File: src/hw/dmae_map.vh
`ifndef DMAE_MAP_VH
`define DMAE_MAP_VH

// ----------------------------------------------------------------
// Register offsets (byte addresses)
// ----------------------------------------------------------------
`define DMAE_OFS_CTRL 8'h00
`define DMAE_OFS_TRAP 8'h04
`define DMAE_OFS_STAT 8'h08
`define DMAE_OFS_AAL 8'h0C
`define DMAE_OFS_AAH 8'h10
`define DMAE_OFS_ABL 8'h14
`define DMAE_OFS_ABH 8'h18

// ----------------------------------------------------------------
// Core control word fields
// ----------------------------------------------------------------
`define DMAE_CTL_INT 0
`define DMAE_CTL_ROUND 1
`define DMAE_CTL_RANGE 4
`define DMAE_CTL_WSAT 5
`define DMAE_CTL_BSAT 6
`define DMAE_CTL_ASAT 7
`define DMAE_CTL_UNS 12
`define DMAE_CTL_MASK 16'h10F3
`define DMAE_CTL_RST 16'h0020

// ----------------------------------------------------------------
// Trap control word and status fields
// ----------------------------------------------------------------
`define DMAE_TRP_GA 0
`define DMAE_TRP_GB 1
`define DMAE_TRP_CAT 2
`define DMAE_TRP_MASK 3'h7
`define DMAE_ST_GA 0
`define DMAE_ST_GB 1
`define DMAE_ST_ASAT 2
`define DMAE_ST_BSAT 3
`define DMAE_ST_ANYG 4
`define DMAE_ST_ANYS 5

// ----------------------------------------------------------------
// Operation codes from the instruction decoder
// ----------------------------------------------------------------
`define DMAE_OP_NOP 4'h0
`define DMAE_OP_CLEAR 4'h1
`define DMAE_OP_SQDIFF 4'h2
`define DMAE_OP_SQDACC 4'h3
`define DMAE_OP_MULACC 4'h4
`define DMAE_OP_MULSUB 4'h5
`define DMAE_OP_MULT 4'h6
`define DMAE_OP_MULTNEG 4'h7
`define DMAE_OP_ADDA 4'h8
`define DMAE_OP_SUBA 4'h9
`define DMAE_OP_NEG 4'hA
`define DMAE_OP_ADDX 4'hB
`define DMAE_OP_LOAD 4'hC
`define DMAE_OP_MUL 4'hD
`define DMAE_OP_PREFWB 4'hE

// ----------------------------------------------------------------
// Saturation values
// ----------------------------------------------------------------
`define DMAE_MAX40 40'h7FFFFFFFFF
`define DMAE_MIN40 40'h8000000000
`define DMAE_MAX32 40'h007FFFFFFF
`define DMAE_MIN32 40'hFF80000000

`endif

File: src/hw/dmae_engine.v
`include "dmae_map.vh"
`timescale 1ns/1ps
`default_nettype none

module dmae_engine #(
  parameter AW = 8
) (
  input wire SYS_CLK,
  input wire NRST,
  input wire PSEL,
  input wire PENABLE,
  input wire PWRITE,
  input wire [AW-1:0] PADDR,
  input wire [31:0] PWDATA,
  output reg [31:0] PRDATA,
  output wire PREADY,
  output wire PSLVERR,
  input wire OP_VALID,
  input wire [3:0] OP_CODE,
  input wire OP_ACC_SEL,
  input wire [15:0] OP_X,
  input wire [15:0] OP_Y,
  input wire [39:0] OP_SHIFTED,
  input wire OP_BYTE,
  input wire OP_X_UNSIGNED,
  input wire OP_Y_UNSIGNED,
  input wire OP_WRITEBACK,
  output reg [31:0] MUL_RESULT,
  output reg MUL_DONE,
  output reg [15:0] WB_DATA,
  output reg WB_VALID,
  output reg TRAP_REQ,
  output wire ANY_GUARD_OVERFLOW,
  output wire ANY_SATURATED,
  output wire ROUNDING_STYLE_SELECT,
  output wire SAT_ENABLE_MEM_WRITE
);

  // ----------------------------------------------------------------
  // Helpers
  // ----------------------------------------------------------------
  function [16:0] ext17;
    input [15:0] v;
    input uns;
    begin
      ext17 = {(uns ? 1'b0 : v[15]), v};
    end
  endfunction

  function differ;
    input [8:0] v;
    input wide;
    begin
      if (wide)
        differ = (v != 9'h000) && (v != 9'h1FF);
      else
        differ = (v[8:1] != 8'h00) && (v[8:1] != 8'hFF);
    end
  endfunction

  function [39:0] limit;
    input neg;
    input wide_rng;
    begin
      if (wide_rng)
        limit = neg ? `DMAE_MIN40 : `DMAE_MAX40;
      else
        limit = neg ? `DMAE_MIN32 : `DMAE_MAX32;
    end
  endfunction

  // ----------------------------------------------------------------
  // State
  // ----------------------------------------------------------------
  reg [15:0] ctrl_reg;
  reg [2:0] trap_ctl_reg;
  reg [39:0] acc_a_reg;
  reg [39:0] acc_b_reg;
  reg guard_overflow_acc_a;
  reg guard_overflow_acc_b;
  reg saturated_acc_a;
  reg saturated_acc_b;

  wire unsigned_multiply_select = ctrl_reg[`DMAE_CTL_UNS];
  wire integer_mode = ctrl_reg[`DMAE_CTL_INT];
  wire sat_enable_acc_a = ctrl_reg[`DMAE_CTL_ASAT];
  wire sat_enable_acc_b = ctrl_reg[`DMAE_CTL_BSAT];
  wire sat_range_select = ctrl_reg[`DMAE_CTL_RANGE];

  assign ROUNDING_STYLE_SELECT = ctrl_reg[`DMAE_CTL_ROUND];
  assign SAT_ENABLE_MEM_WRITE = ctrl_reg[`DMAE_CTL_WSAT];
  assign ANY_GUARD_OVERFLOW = guard_overflow_acc_a | guard_overflow_acc_b;
  assign ANY_SATURATED = saturated_acc_a | saturated_acc_b;

  // ----------------------------------------------------------------
  // Multiplier and scaler
  // ----------------------------------------------------------------
  wire is_mul = (OP_CODE == `DMAE_OP_MUL);
  wire is_sqdiff = (OP_CODE == `DMAE_OP_SQDIFF) || (OP_CODE == `DMAE_OP_SQDACC);
  wire [15:0] diff = OP_X - OP_Y;

  reg [15:0] mx_raw;
  reg [15:0] my_raw;
  reg mx_uns;
  reg my_uns;

  always @*
  begin
    mx_raw = OP_X;
    my_raw = OP_Y;
    mx_uns = unsigned_multiply_select;
    my_uns = unsigned_multiply_select;
    if (is_mul)
    begin
      // Byte multiply is unsigned by definition
      if (OP_BYTE)
      begin
        mx_raw = {8'h00, OP_X[7:0]};
        my_raw = {8'h00, OP_Y[7:0]};
      end
      mx_uns = OP_BYTE | OP_X_UNSIGNED;
      my_uns = OP_BYTE | OP_Y_UNSIGNED;
    end
    else if (is_sqdiff)
    begin
      // Difference is always signed
      mx_raw = diff;
      my_raw = diff;
      mx_uns = 1'b0;
      my_uns = 1'b0;
    end
  end

  wire signed [16:0] mx = ext17(mx_raw, mx_uns);
  wire signed [16:0] my = ext17(my_raw, my_uns);
  wire signed [33:0] prod = mx * my;
  // Q15 x Q15 gives a doubled sign; shift left once for 1.31
  wire [32:0] scaled = integer_mode ? prod[32:0] : {prod[31:0], 1'b0};
  wire [39:0] prod40 = {{7{scaled[32]}}, scaled};

  // ----------------------------------------------------------------
  // Adder/subtracter operand steering
  // ----------------------------------------------------------------
  wire [39:0] tgt = OP_ACC_SEL ? acc_b_reg : acc_a_reg;
  wire [39:0] oth = OP_ACC_SEL ? acc_a_reg : acc_b_reg;

  reg zero_a;
  reg sub;
  reg wr;
  reg [39:0] opnd;

  always @*
  begin
    zero_a = 1'b0;
    sub = 1'b0;
    wr = OP_VALID;
    opnd = prod40;
    case (OP_CODE)
      `DMAE_OP_CLEAR:
      begin
        zero_a = 1'b1;
        opnd = 40'h0000000000;
      end
      `DMAE_OP_SQDIFF, `DMAE_OP_MULT:
        zero_a = 1'b1;
      `DMAE_OP_MULTNEG:
      begin
        zero_a = 1'b1;
        sub = 1'b1;
      end
      `DMAE_OP_SQDACC, `DMAE_OP_MULACC:
        sub = 1'b0;
      `DMAE_OP_MULSUB:
        sub = 1'b1;
      `DMAE_OP_ADDA:
        opnd = oth;
      `DMAE_OP_SUBA:
      begin
        opnd = oth;
        sub = 1'b1;
      end
      `DMAE_OP_NEG:
      begin
        zero_a = 1'b1;
        opnd = tgt;
        sub = 1'b1;
      end
      `DMAE_OP_ADDX:
        opnd = OP_SHIFTED;
      `DMAE_OP_LOAD:
      begin
        zero_a = 1'b1;
        opnd = OP_SHIFTED;
      end
      default:
        wr = 1'b0;
    endcase
  end

  // ----------------------------------------------------------------
  // 40-bit adder with overflow detection
  // ----------------------------------------------------------------
  wire [39:0] ain = zero_a ? 40'h0000000000 : tgt;
  wire [39:0] bin = sub ? ~opnd : opnd;
  // Borrow-in is active low, so a subtract carries in a one
  wire [40:0] sum41 = {1'b0, ain} + {1'b0, bin} + {40'h0000000000, sub};
  wire [39:0] sum = sum41[39:0];
  wire ov39 = (ain[39] == bin[39]) && (sum[39] != ain[39]);
  // On bit 39 overflow the true sign is the operands' sign
  wire true_neg = ov39 ? ain[39] : sum[39];
  wire ov31 = ov39 | differ(sum[39:31], 1'b1);

  // ----------------------------------------------------------------
  // Saturation block
  // ----------------------------------------------------------------
  wire sat_en = OP_ACC_SEL ? sat_enable_acc_b : sat_enable_acc_a;
  reg [39:0] res;
  reg new_sat;

  always @*
  begin
    res = sum;
    new_sat = ov39;
    if (sat_en && sat_range_select)
    begin
      if (ov39)
        res = limit(true_neg, 1'b1);
    end
    else if (sat_en)
    begin
      new_sat = ov31;
      if (ov31)
        res = limit(true_neg, 1'b0);
    end
  end

  // Taken from the written value; saturation to the 1.31 range can never set it
  wire new_guard = differ({res[39:32], 1'b0}, 1'b0);
  wire guard_trap_en = OP_ACC_SEL ? trap_ctl_reg[`DMAE_TRP_GB] : trap_ctl_reg[`DMAE_TRP_GA];
  wire cat_trap = trap_ctl_reg[`DMAE_TRP_CAT] & ~sat_en & new_sat;
  wire trap_next = wr & ((new_guard & guard_trap_en) | cat_trap);
  wire wr_a = wr & ~OP_ACC_SEL;
  wire wr_b = wr & OP_ACC_SEL;

  wire wb_op = (OP_CODE == `DMAE_OP_CLEAR) || (OP_CODE == `DMAE_OP_MULACC) ||
               (OP_CODE == `DMAE_OP_MULSUB) || (OP_CODE == `DMAE_OP_PREFWB);

  // ----------------------------------------------------------------
  // APB slave
  // ----------------------------------------------------------------
  wire setup = PSEL & ~PENABLE;
  wire access = PSEL & PENABLE;
  reg hit;
  reg [31:0] rd_next;

  wire [5:0] status = {ANY_SATURATED, ANY_GUARD_OVERFLOW, saturated_acc_b,
                       saturated_acc_a, guard_overflow_acc_b, guard_overflow_acc_a};

  always @*
  begin
    hit = 1'b1;
    rd_next = 32'h00000000;
    if (PADDR == `DMAE_OFS_CTRL)
      rd_next = {16'h0000, ctrl_reg};
    else if (PADDR == `DMAE_OFS_TRAP)
      rd_next = {29'h00000000, trap_ctl_reg};
    else if (PADDR == `DMAE_OFS_STAT)
      rd_next = {26'h0000000, status};
    else if (PADDR == `DMAE_OFS_AAL)
      rd_next = acc_a_reg[31:0];
    else if (PADDR == `DMAE_OFS_AAH)
      rd_next = {24'h000000, acc_a_reg[39:32]};
    else if (PADDR == `DMAE_OFS_ABL)
      rd_next = acc_b_reg[31:0];
    else if (PADDR == `DMAE_OFS_ABH)
      rd_next = {24'h000000, acc_b_reg[39:32]};
    else
      hit = 1'b0;
  end

  // Zero wait states; read data is captured in the setup cycle
  assign PREADY = 1'b1;
  assign PSLVERR = access & ~hit;

  wire wr_en = access & PWRITE & hit;
  wire wr_ctrl = wr_en && (PADDR == `DMAE_OFS_CTRL);
  wire wr_trap = wr_en && (PADDR == `DMAE_OFS_TRAP);
  wire wr_stat = wr_en && (PADDR == `DMAE_OFS_STAT);
  // Write one clears; clearing the combined bit clears both
  wire clr_sat_a = wr_stat & (PWDATA[`DMAE_ST_ASAT] | PWDATA[`DMAE_ST_ANYS]);
  wire clr_sat_b = wr_stat & (PWDATA[`DMAE_ST_BSAT] | PWDATA[`DMAE_ST_ANYS]);

  // ----------------------------------------------------------------
  // Registers
  // ----------------------------------------------------------------
  always @(posedge SYS_CLK)
  begin
    if (!NRST)
    begin
      PRDATA <= 32'h00000000;
      ctrl_reg <= `DMAE_CTL_RST;
      trap_ctl_reg <= 3'h0;
    end
    else
    begin
      if (setup)
        PRDATA <= rd_next;
      if (wr_ctrl)
        ctrl_reg <= PWDATA[15:0] & `DMAE_CTL_MASK;
      if (wr_trap)
        trap_ctl_reg <= PWDATA[2:0] & `DMAE_TRP_MASK;
    end
  end

  // One decoded operation per cycle, so the core multiply and the
  // DSP path never run at once
  always @(posedge SYS_CLK)
  begin
    if (!NRST)
    begin
      acc_a_reg <= 40'h0000000000;
      acc_b_reg <= 40'h0000000000;
      guard_overflow_acc_a <= 1'b0;
      guard_overflow_acc_b <= 1'b0;
      saturated_acc_a <= 1'b0;
      saturated_acc_b <= 1'b0;
      TRAP_REQ <= 1'b0;
    end
    else
    begin
      if (wr_a)
      begin
        acc_a_reg <= res;
        guard_overflow_acc_a <= new_guard;
      end
      if (wr_b)
      begin
        acc_b_reg <= res;
        guard_overflow_acc_b <= new_guard;
      end
      // Hardware set beats a software clear in the same cycle
      if (wr_a & new_sat)
        saturated_acc_a <= 1'b1;
      else if (clr_sat_a)
        saturated_acc_a <= 1'b0;
      if (wr_b & new_sat)
        saturated_acc_b <= 1'b1;
      else if (clr_sat_b)
        saturated_acc_b <= 1'b0;
      TRAP_REQ <= trap_next;
    end
  end

  always @(posedge SYS_CLK)
  begin
    if (!NRST)
    begin
      MUL_RESULT <= 32'h00000000;
      MUL_DONE <= 1'b0;
      WB_DATA <= 16'h0000;
      WB_VALID <= 1'b0;
    end
    else
    begin
      MUL_DONE <= OP_VALID & is_mul;
      if (OP_VALID & is_mul)
        MUL_RESULT <= OP_BYTE ? {16'h0000, prod[15:0]} : prod[31:0];
      // Truncated high word; rounding is applied downstream
      WB_VALID <= OP_VALID & OP_WRITEBACK & wb_op;
      if (OP_VALID & OP_WRITEBACK & wb_op)
        WB_DATA <= oth[31:16];
    end
  end

endmodule // dmae_engine

`default_nettype wire

File: config.mk
export PLATFORM = sky130hd
export DESIGN_NAME = dmae_engine
export DESIGN_NICKNAME = d
export VERILOG_FILES = /design/src/hw/dmae_engine.v
export VERILOG_INCLUDE_DIRS = /design/src /design/src/hw
export SDC_FILE = /design/constraint.sdc
export NUM_CORES = 1
export LEC_CHECK = 0
export BUFFER_PORTS_ARGS = -buffer_cell sky130_fd_sc_hd__buf_2
export CAP_MARGIN = 0
export CORE_ASPECT_RATIO = 0.9
export CORE_MARGIN = 2
export CORE_UTILIZATION = 56
export DETAILED_ROUTE_END_ITERATION = 7
export HOLD_SLACK_MARGIN = 0.12
export PLACE_DENSITY_LB_ADDON = 0.05
export SETUP_SLACK_MARGIN = 0.3
export SLEW_MARGIN = 20
export SYNTH_ARGS = -nofsm -noshare
export SYNTH_HDL_FRONTEND = slang
export SYNTH_SLANG_ARGS = --single-unit
File: constraint.sdc
create_clock -name SYS_CLK -period 13 [get_ports SYS_CLK]
set_input_delay 0 -clock SYS_CLK [delete_from_list [all_inputs] [get_ports SYS_CLK]]
set_output_delay 0 -clock SYS_CLK [all_outputs]
set_load 0.01 [all_outputs]
After elaboration in Yosys (flattened, before gate mapping):

Cells that the tools add are included.
Widths: inputs -> output; s select.

* logic and storage cells: 144
* output and inout port bits: 89
* register bits: 177

* equality and inequality tests: 24
* multiplexer cells: 50
* reductions and logical operators: 21
* add/sub/neg operators: 3
* bitwise operators: 31
* $mul: 1

Operators by type and width (count)
* $mux 40: 10
* $mux 32: 7
* $pmux 40 s4: 1
* $mux 16: 6
* $add 40x1->40: 1
* $add 40x40->40: 1
* $not 40->40: 1
* $mul 17x17->33: 1
* $mux 33: 1
* $eq 4x4->1 const B: 7
* $eq 8x5->1 const B: 3
* $mux 1: 24
* $and 1x1->1: 18
* $eq 4x3->1 const B: 4
* $eq 8x4->1 const B: 2
* $sub 16x16->16: 1
* $reduce_or 12->1: 1
* $ne 9x9->1 const B: 1
* $reduce_bool 9->1: 1
* $eq 4x2->1 const B: 2
* $eq 8x3->1 const B: 1
* $logic_not 8->1: 1
* $mux 8: 1
* $ne 8x8->1 const B: 1
* 12 further kinds: 33

Depth between registers and ports, before layout:

* word-level depth: 24
* mapped depth: 59
* mapped depth without buffers: 56

Worst setup path after synthesis:

Ideal clock, no wire load.

* kind: input-to-reg
* start point: input port OP_Y[2]
* end point: register acc_a_reg[19]
* path buffers: 3
* path slack: 1434 ps
* stages on the path: 55
* arrival time: 11449 ps
* library setup time: 117 ps
* cells stage by stage: inv_1 > ha_1 > nor2b_1 > o31a_1 > o31a_1 > a21o_1 > a21o_1 > a31oi_1 > xnor2_1 > nand2_1 > nand2_1 > nand2_1 > clkbuf_1 > nor2_1 > fa_1 > inv_1 > fa_1 > inv_1 > [19 not listed] > xor2_1 > ha_1 > clkbuf_1 > a21oi_1 > o21ai_0 > a2111oi_0 > o21ai_0 > o22ai_1 > a31oi_4 > a211o_1 > and3_4 > nor4_2 > nand4_1 > o41a_1 > and4_4 > buf_6 > a211o_1 > a32o_1

* cells in the longest elaborated chain, start to end: 18
* elaborated cells on any way between the ends: 29
* classes of those cells: 3 x add/sub; 1 x mul; 3 x eq/ne; 17 x mux; 2 x bitwise; 3 x reduce/logical

Ends and longest elaborated chain
* start, declared: RTL line dmae_engine.v:22 `input wire [15:0] OP_Y,`
* $sub 16x16->16: RTL line dmae_engine.v:100 `wire [15:0] diff = OP_X - OP_Y;`
* $mux 16: RTL line dmae_engine.v:124 `else if (is_sqdiff)`
* $mux 16: RTL line dmae_engine.v:113 `if (is_mul)`
* $mux 1: RTL line dmae_engine.v:46 `ext17 = {(uns ? 1'b0 : v[15]), v};`
* $mul 17x17->33 (*): RTL line dmae_engine.v:136 `wire signed [33:0] prod = mx * my;`
* $mux 33 (*): RTL line dmae_engine.v:138 `wire [32:0] scaled = integer_mode ? prod[32:0] : {prod[31:0], 1'b0};`
* $pmux 40 s4 (*): RTL line dmae_engine.v:158 `case (OP_CODE)`
* $not 40->40: RTL line dmae_engine.v:204 `wire [39:0] bin = sub ? ~opnd : opnd;`
* $mux 40 (*): RTL line dmae_engine.v:204
* parallel branches: the longest is 8 deep, another holds $add 40x40->40
* $mux 40 (*): RTL line dmae_engine.v:224 `if (sat_en && sat_range_select)`
* end signal, assigned: RTL line dmae_engine.v:333 `acc_a_reg <= res;`
* end, declared: RTL line dmae_engine.v:77 `reg [39:0] acc_a_reg;`

Every way passes the cells marked *.
A chain may end at the register's enable or synchronous reset.

Worst setup path after layout:

* start point: input port OP_X[0]
* end point: register acc_a_reg[16]

* cells in the longest elaborated chain, start to end: 18
* elaborated cells on any way between the ends: 29
* classes of those cells: 3 x add/sub; 1 x mul; 3 x eq/ne; 17 x mux; 2 x bitwise; 3 x reduce/logical

Ends and longest elaborated chain
* start, declared: RTL line dmae_engine.v:21 `input wire [15:0] OP_X,`
* $sub 16x16->16: RTL line dmae_engine.v:100
* $mux 16: RTL line dmae_engine.v:124
* $mux 16: RTL line dmae_engine.v:113
* $mux 1: RTL line dmae_engine.v:46
* $mul 17x17->33 (*): RTL line dmae_engine.v:136
* $mux 33 (*): RTL line dmae_engine.v:138
* $pmux 40 s4 (*): RTL line dmae_engine.v:158
* $not 40->40: RTL line dmae_engine.v:204
* $mux 40 (*): RTL line dmae_engine.v:204
* parallel branches: the longest is 8 deep, another holds $add 40x40->40
* $mux 40 (*): RTL line dmae_engine.v:224

Marked as above.

==> out/metrics.yaml <==
place:
  port_buffers: 191
  place_congestion: 1.00
  hpwl_um: 70000
synth:
  synth_cell_types: 103
  syn-num-nets: 3582
  synth_xor_area_frac: 0.0449
  synth_top_area_frac: 0.242
  synth_top_family_by_area: "adder cells"
  muxShareOfSynthArea: 0.0429
  synth_area_um2: 24200
  synth_fa_ha_area_frac: 0.313
  synth_edf_count: 0
  ys.flop_type: "dfxtp_1"
  synthSimpleGateAreaFrac: 0.170
  yosys_warnings: 0
  syn_avg_cell_area_um2: 8.00
  async_reset_ff_frac: 0
  yosysTopAreaCell: "fa_1"
  yosysSeqAreaShare: 0.146
  synthTopCellsByArea: "fa_1 (24%), dfxtp_1 (15%), ha_1 (7.1%)"
  synth_compound_area_frac: 0.204
  syn_inst: 3026
  ys_ff_latch: 177
run:
  drv_cap: 0
timing:
  fin_tns_setup_ps: 0
  fin_skew_ps: 19.8
  maxSlewHeadroom: 0.251
  hold_violations: 0
  fin_crit_sh: 0.938
  period_needed_ps: 12200
  rsz0062_at_grt: "false"
  finalMaxSlewViolations: 0
  worst_pin_slew_ps: 1120
  max_freq_mhz: 82.0
  setup_violations: 0
drt:
  via_count: 23659
  drtIter0Drc: 3348
  routedWlPerCell_um: 22.9
  drt_pass1_iterations: 8
  drc: 10
  routed_wl_um: 86700
  detail-route-antenna-nets: 0
  routed_via_density: 6.26
setup_path:
  slowest_delay_ps: 600
  crit_fanout: 8
  r2r_setup_slack_ps: 1340
  r2r_end: "acc_a_reg[16]"
  critPathKind: "primary input to flip-flop"
  cp-start-kind: "primary input"
  slowest_stage: "fa_1"
  cp-end-kind: "flip-flop"
  r2r-start: "ctrl_reg[12]"
  reg2regPathDepth: 47
  critical_path.endpoint: "acc_a_reg[16]"
  path_common_cell: "fa_1"
  crit_path_start: "OP_X[0]"
  crit_arrival_ps: 12510
  critPathRequiredTime_ps: 13310
run_status:
  violations: "design-rule violations"
  outcome: "finished, violations left"
grt:
  antenna_found_initial: 0
  grt_pass1_wl_um: 134000
  track_usage: 0.391
  overflow: 0
  grt_pass1_vias: 22970
  grt_max_degree: 80
final_layout:
  fill_cells: 3873
  areaGrowthSynthToFinish_pct: 12.3
  diodes: 0
  drive_above_1_share: 0.133
  fin_nets: 3767
  final_common_cell: "nor2_1"
  final_cell_mix: "nor2_1 (391), inv_1 (324), nand2_1 (323), fa_1 (292), a21oi_1 (227)"
die:
  die-height_um: 201
  die_w_um: 223
  ios: 216
  initial_utilization: 0.565
  row_count: 72
  coreArea_um2: 42800
  dieArea_um2: 44900
clock_network:
  cts_tree: "done"
  cts_max_path_buffers: 2
  cts_htree_levels: 4
  clk_pin_slew_ps: 80
  clk_latency_ps: 470
  cts_buffers: 17
  clock_tree.root_cell: "clkbuf_16"
  clock-sinks: 177
worst_hold_path:
  hold_class: "primary input to flip-flop"
  worstHoldPathCells: 3
[how the worst min path moves through the flow]
stage | from | slack (ps) | endpoint
finish | OP_ACC_SEL | 150 | WB_DATA[6]
global route | OP_ACC_SEL | 160 | WB_DATA[6]
CTS | OP_ACC_SEL | 120 | WB_DATA[4]
detailed placement | PWDATA[12] | 260 | ctrl_reg[12]
global placement | PWDATA[4] | 260 | ctrl_reg[4]
floorplan | PSEL | 90 | PSLVERR
[what timing repair did]
action,4_1_cts,5_1_grt
hold buffers,19,0
endpoints found under the setup margin,0,83
hold endpoints to repair,28,0
resized for setup,0,40
setup buffers,0,5
[stage by stage]
step	utilization	hold WS [ps]	setup WS [ps]	std cells	area (µm²)
final	0.635	154	800	3779	27200
after global routing	0.635	165	236	3779	27200
after CTS	0.630	122	651	3774	27000
after detailed placement	0.611	262	250	3723	26100
after global placement	0.611	256	396	3722	26100
after floorplan	-	90.9	1430	3026	24200
[critical path: cells and delay by family]
family                     cells  cell delay (ps)
AOI/OAI and AO/OA             17             3790
adders and majority gates     10             4250
and+or+nand+nor               14             2530
xor gates and xnor gates       2              330
muxes                          1              160
buffers and inverters         11             1420
[synthesized netlist by cell type (32+ instances only)]
master      n
a211oi_1   64
a21oi_1   233
dfxtp_1   177
nand3_1    49
inv_1     324
nor2b_1    33
mux2i_1    88
ha_1      137
clkbuf_1  140
nand2_1   324
a21o_1     61
a31oi_1    32
o21ai_0   137
fa_1      292
a222oi_1   32
xnor2_1    69
xor2_1     55
a22oi_1    45
nor2_1    393
[final cells by class]
cell class                      instances  area (µm²)  area share
Timing Repair Buffer                  334        2120      0.0779
Inverter                              326        1220      0.0451
Tap cell                              555         694      0.0256
Clock buffer                           17         425      0.0157
Clock inverter                         15         215     0.00792
Multi-Input combinational cell       2355       19000       0.698
Sequential cell                       177        3540       0.130
[metal layers]
metal / share of wire / GRT usage
met2: 0.41 / 0.563
met3: 0.13 / 0.0975
met5: 0 / 0
met4: 0.027 / 0.100
met1: 0.43 / 0.583
[cell families after synthesis]
| kind of cell | after synthesis |
|---|---|
| buf+inv | 494 |
| fa+ha+maj | 430 |
| flops | 177 |
| xor+xnor | 124 |
| other cells | 1 |
| simple gates | 948 |
| mux | 98 |
| compound gates | 754 |
Power is not shown: default switching activity piles up to over one toggle a cycle in this logic, so the estimate is an artifact.
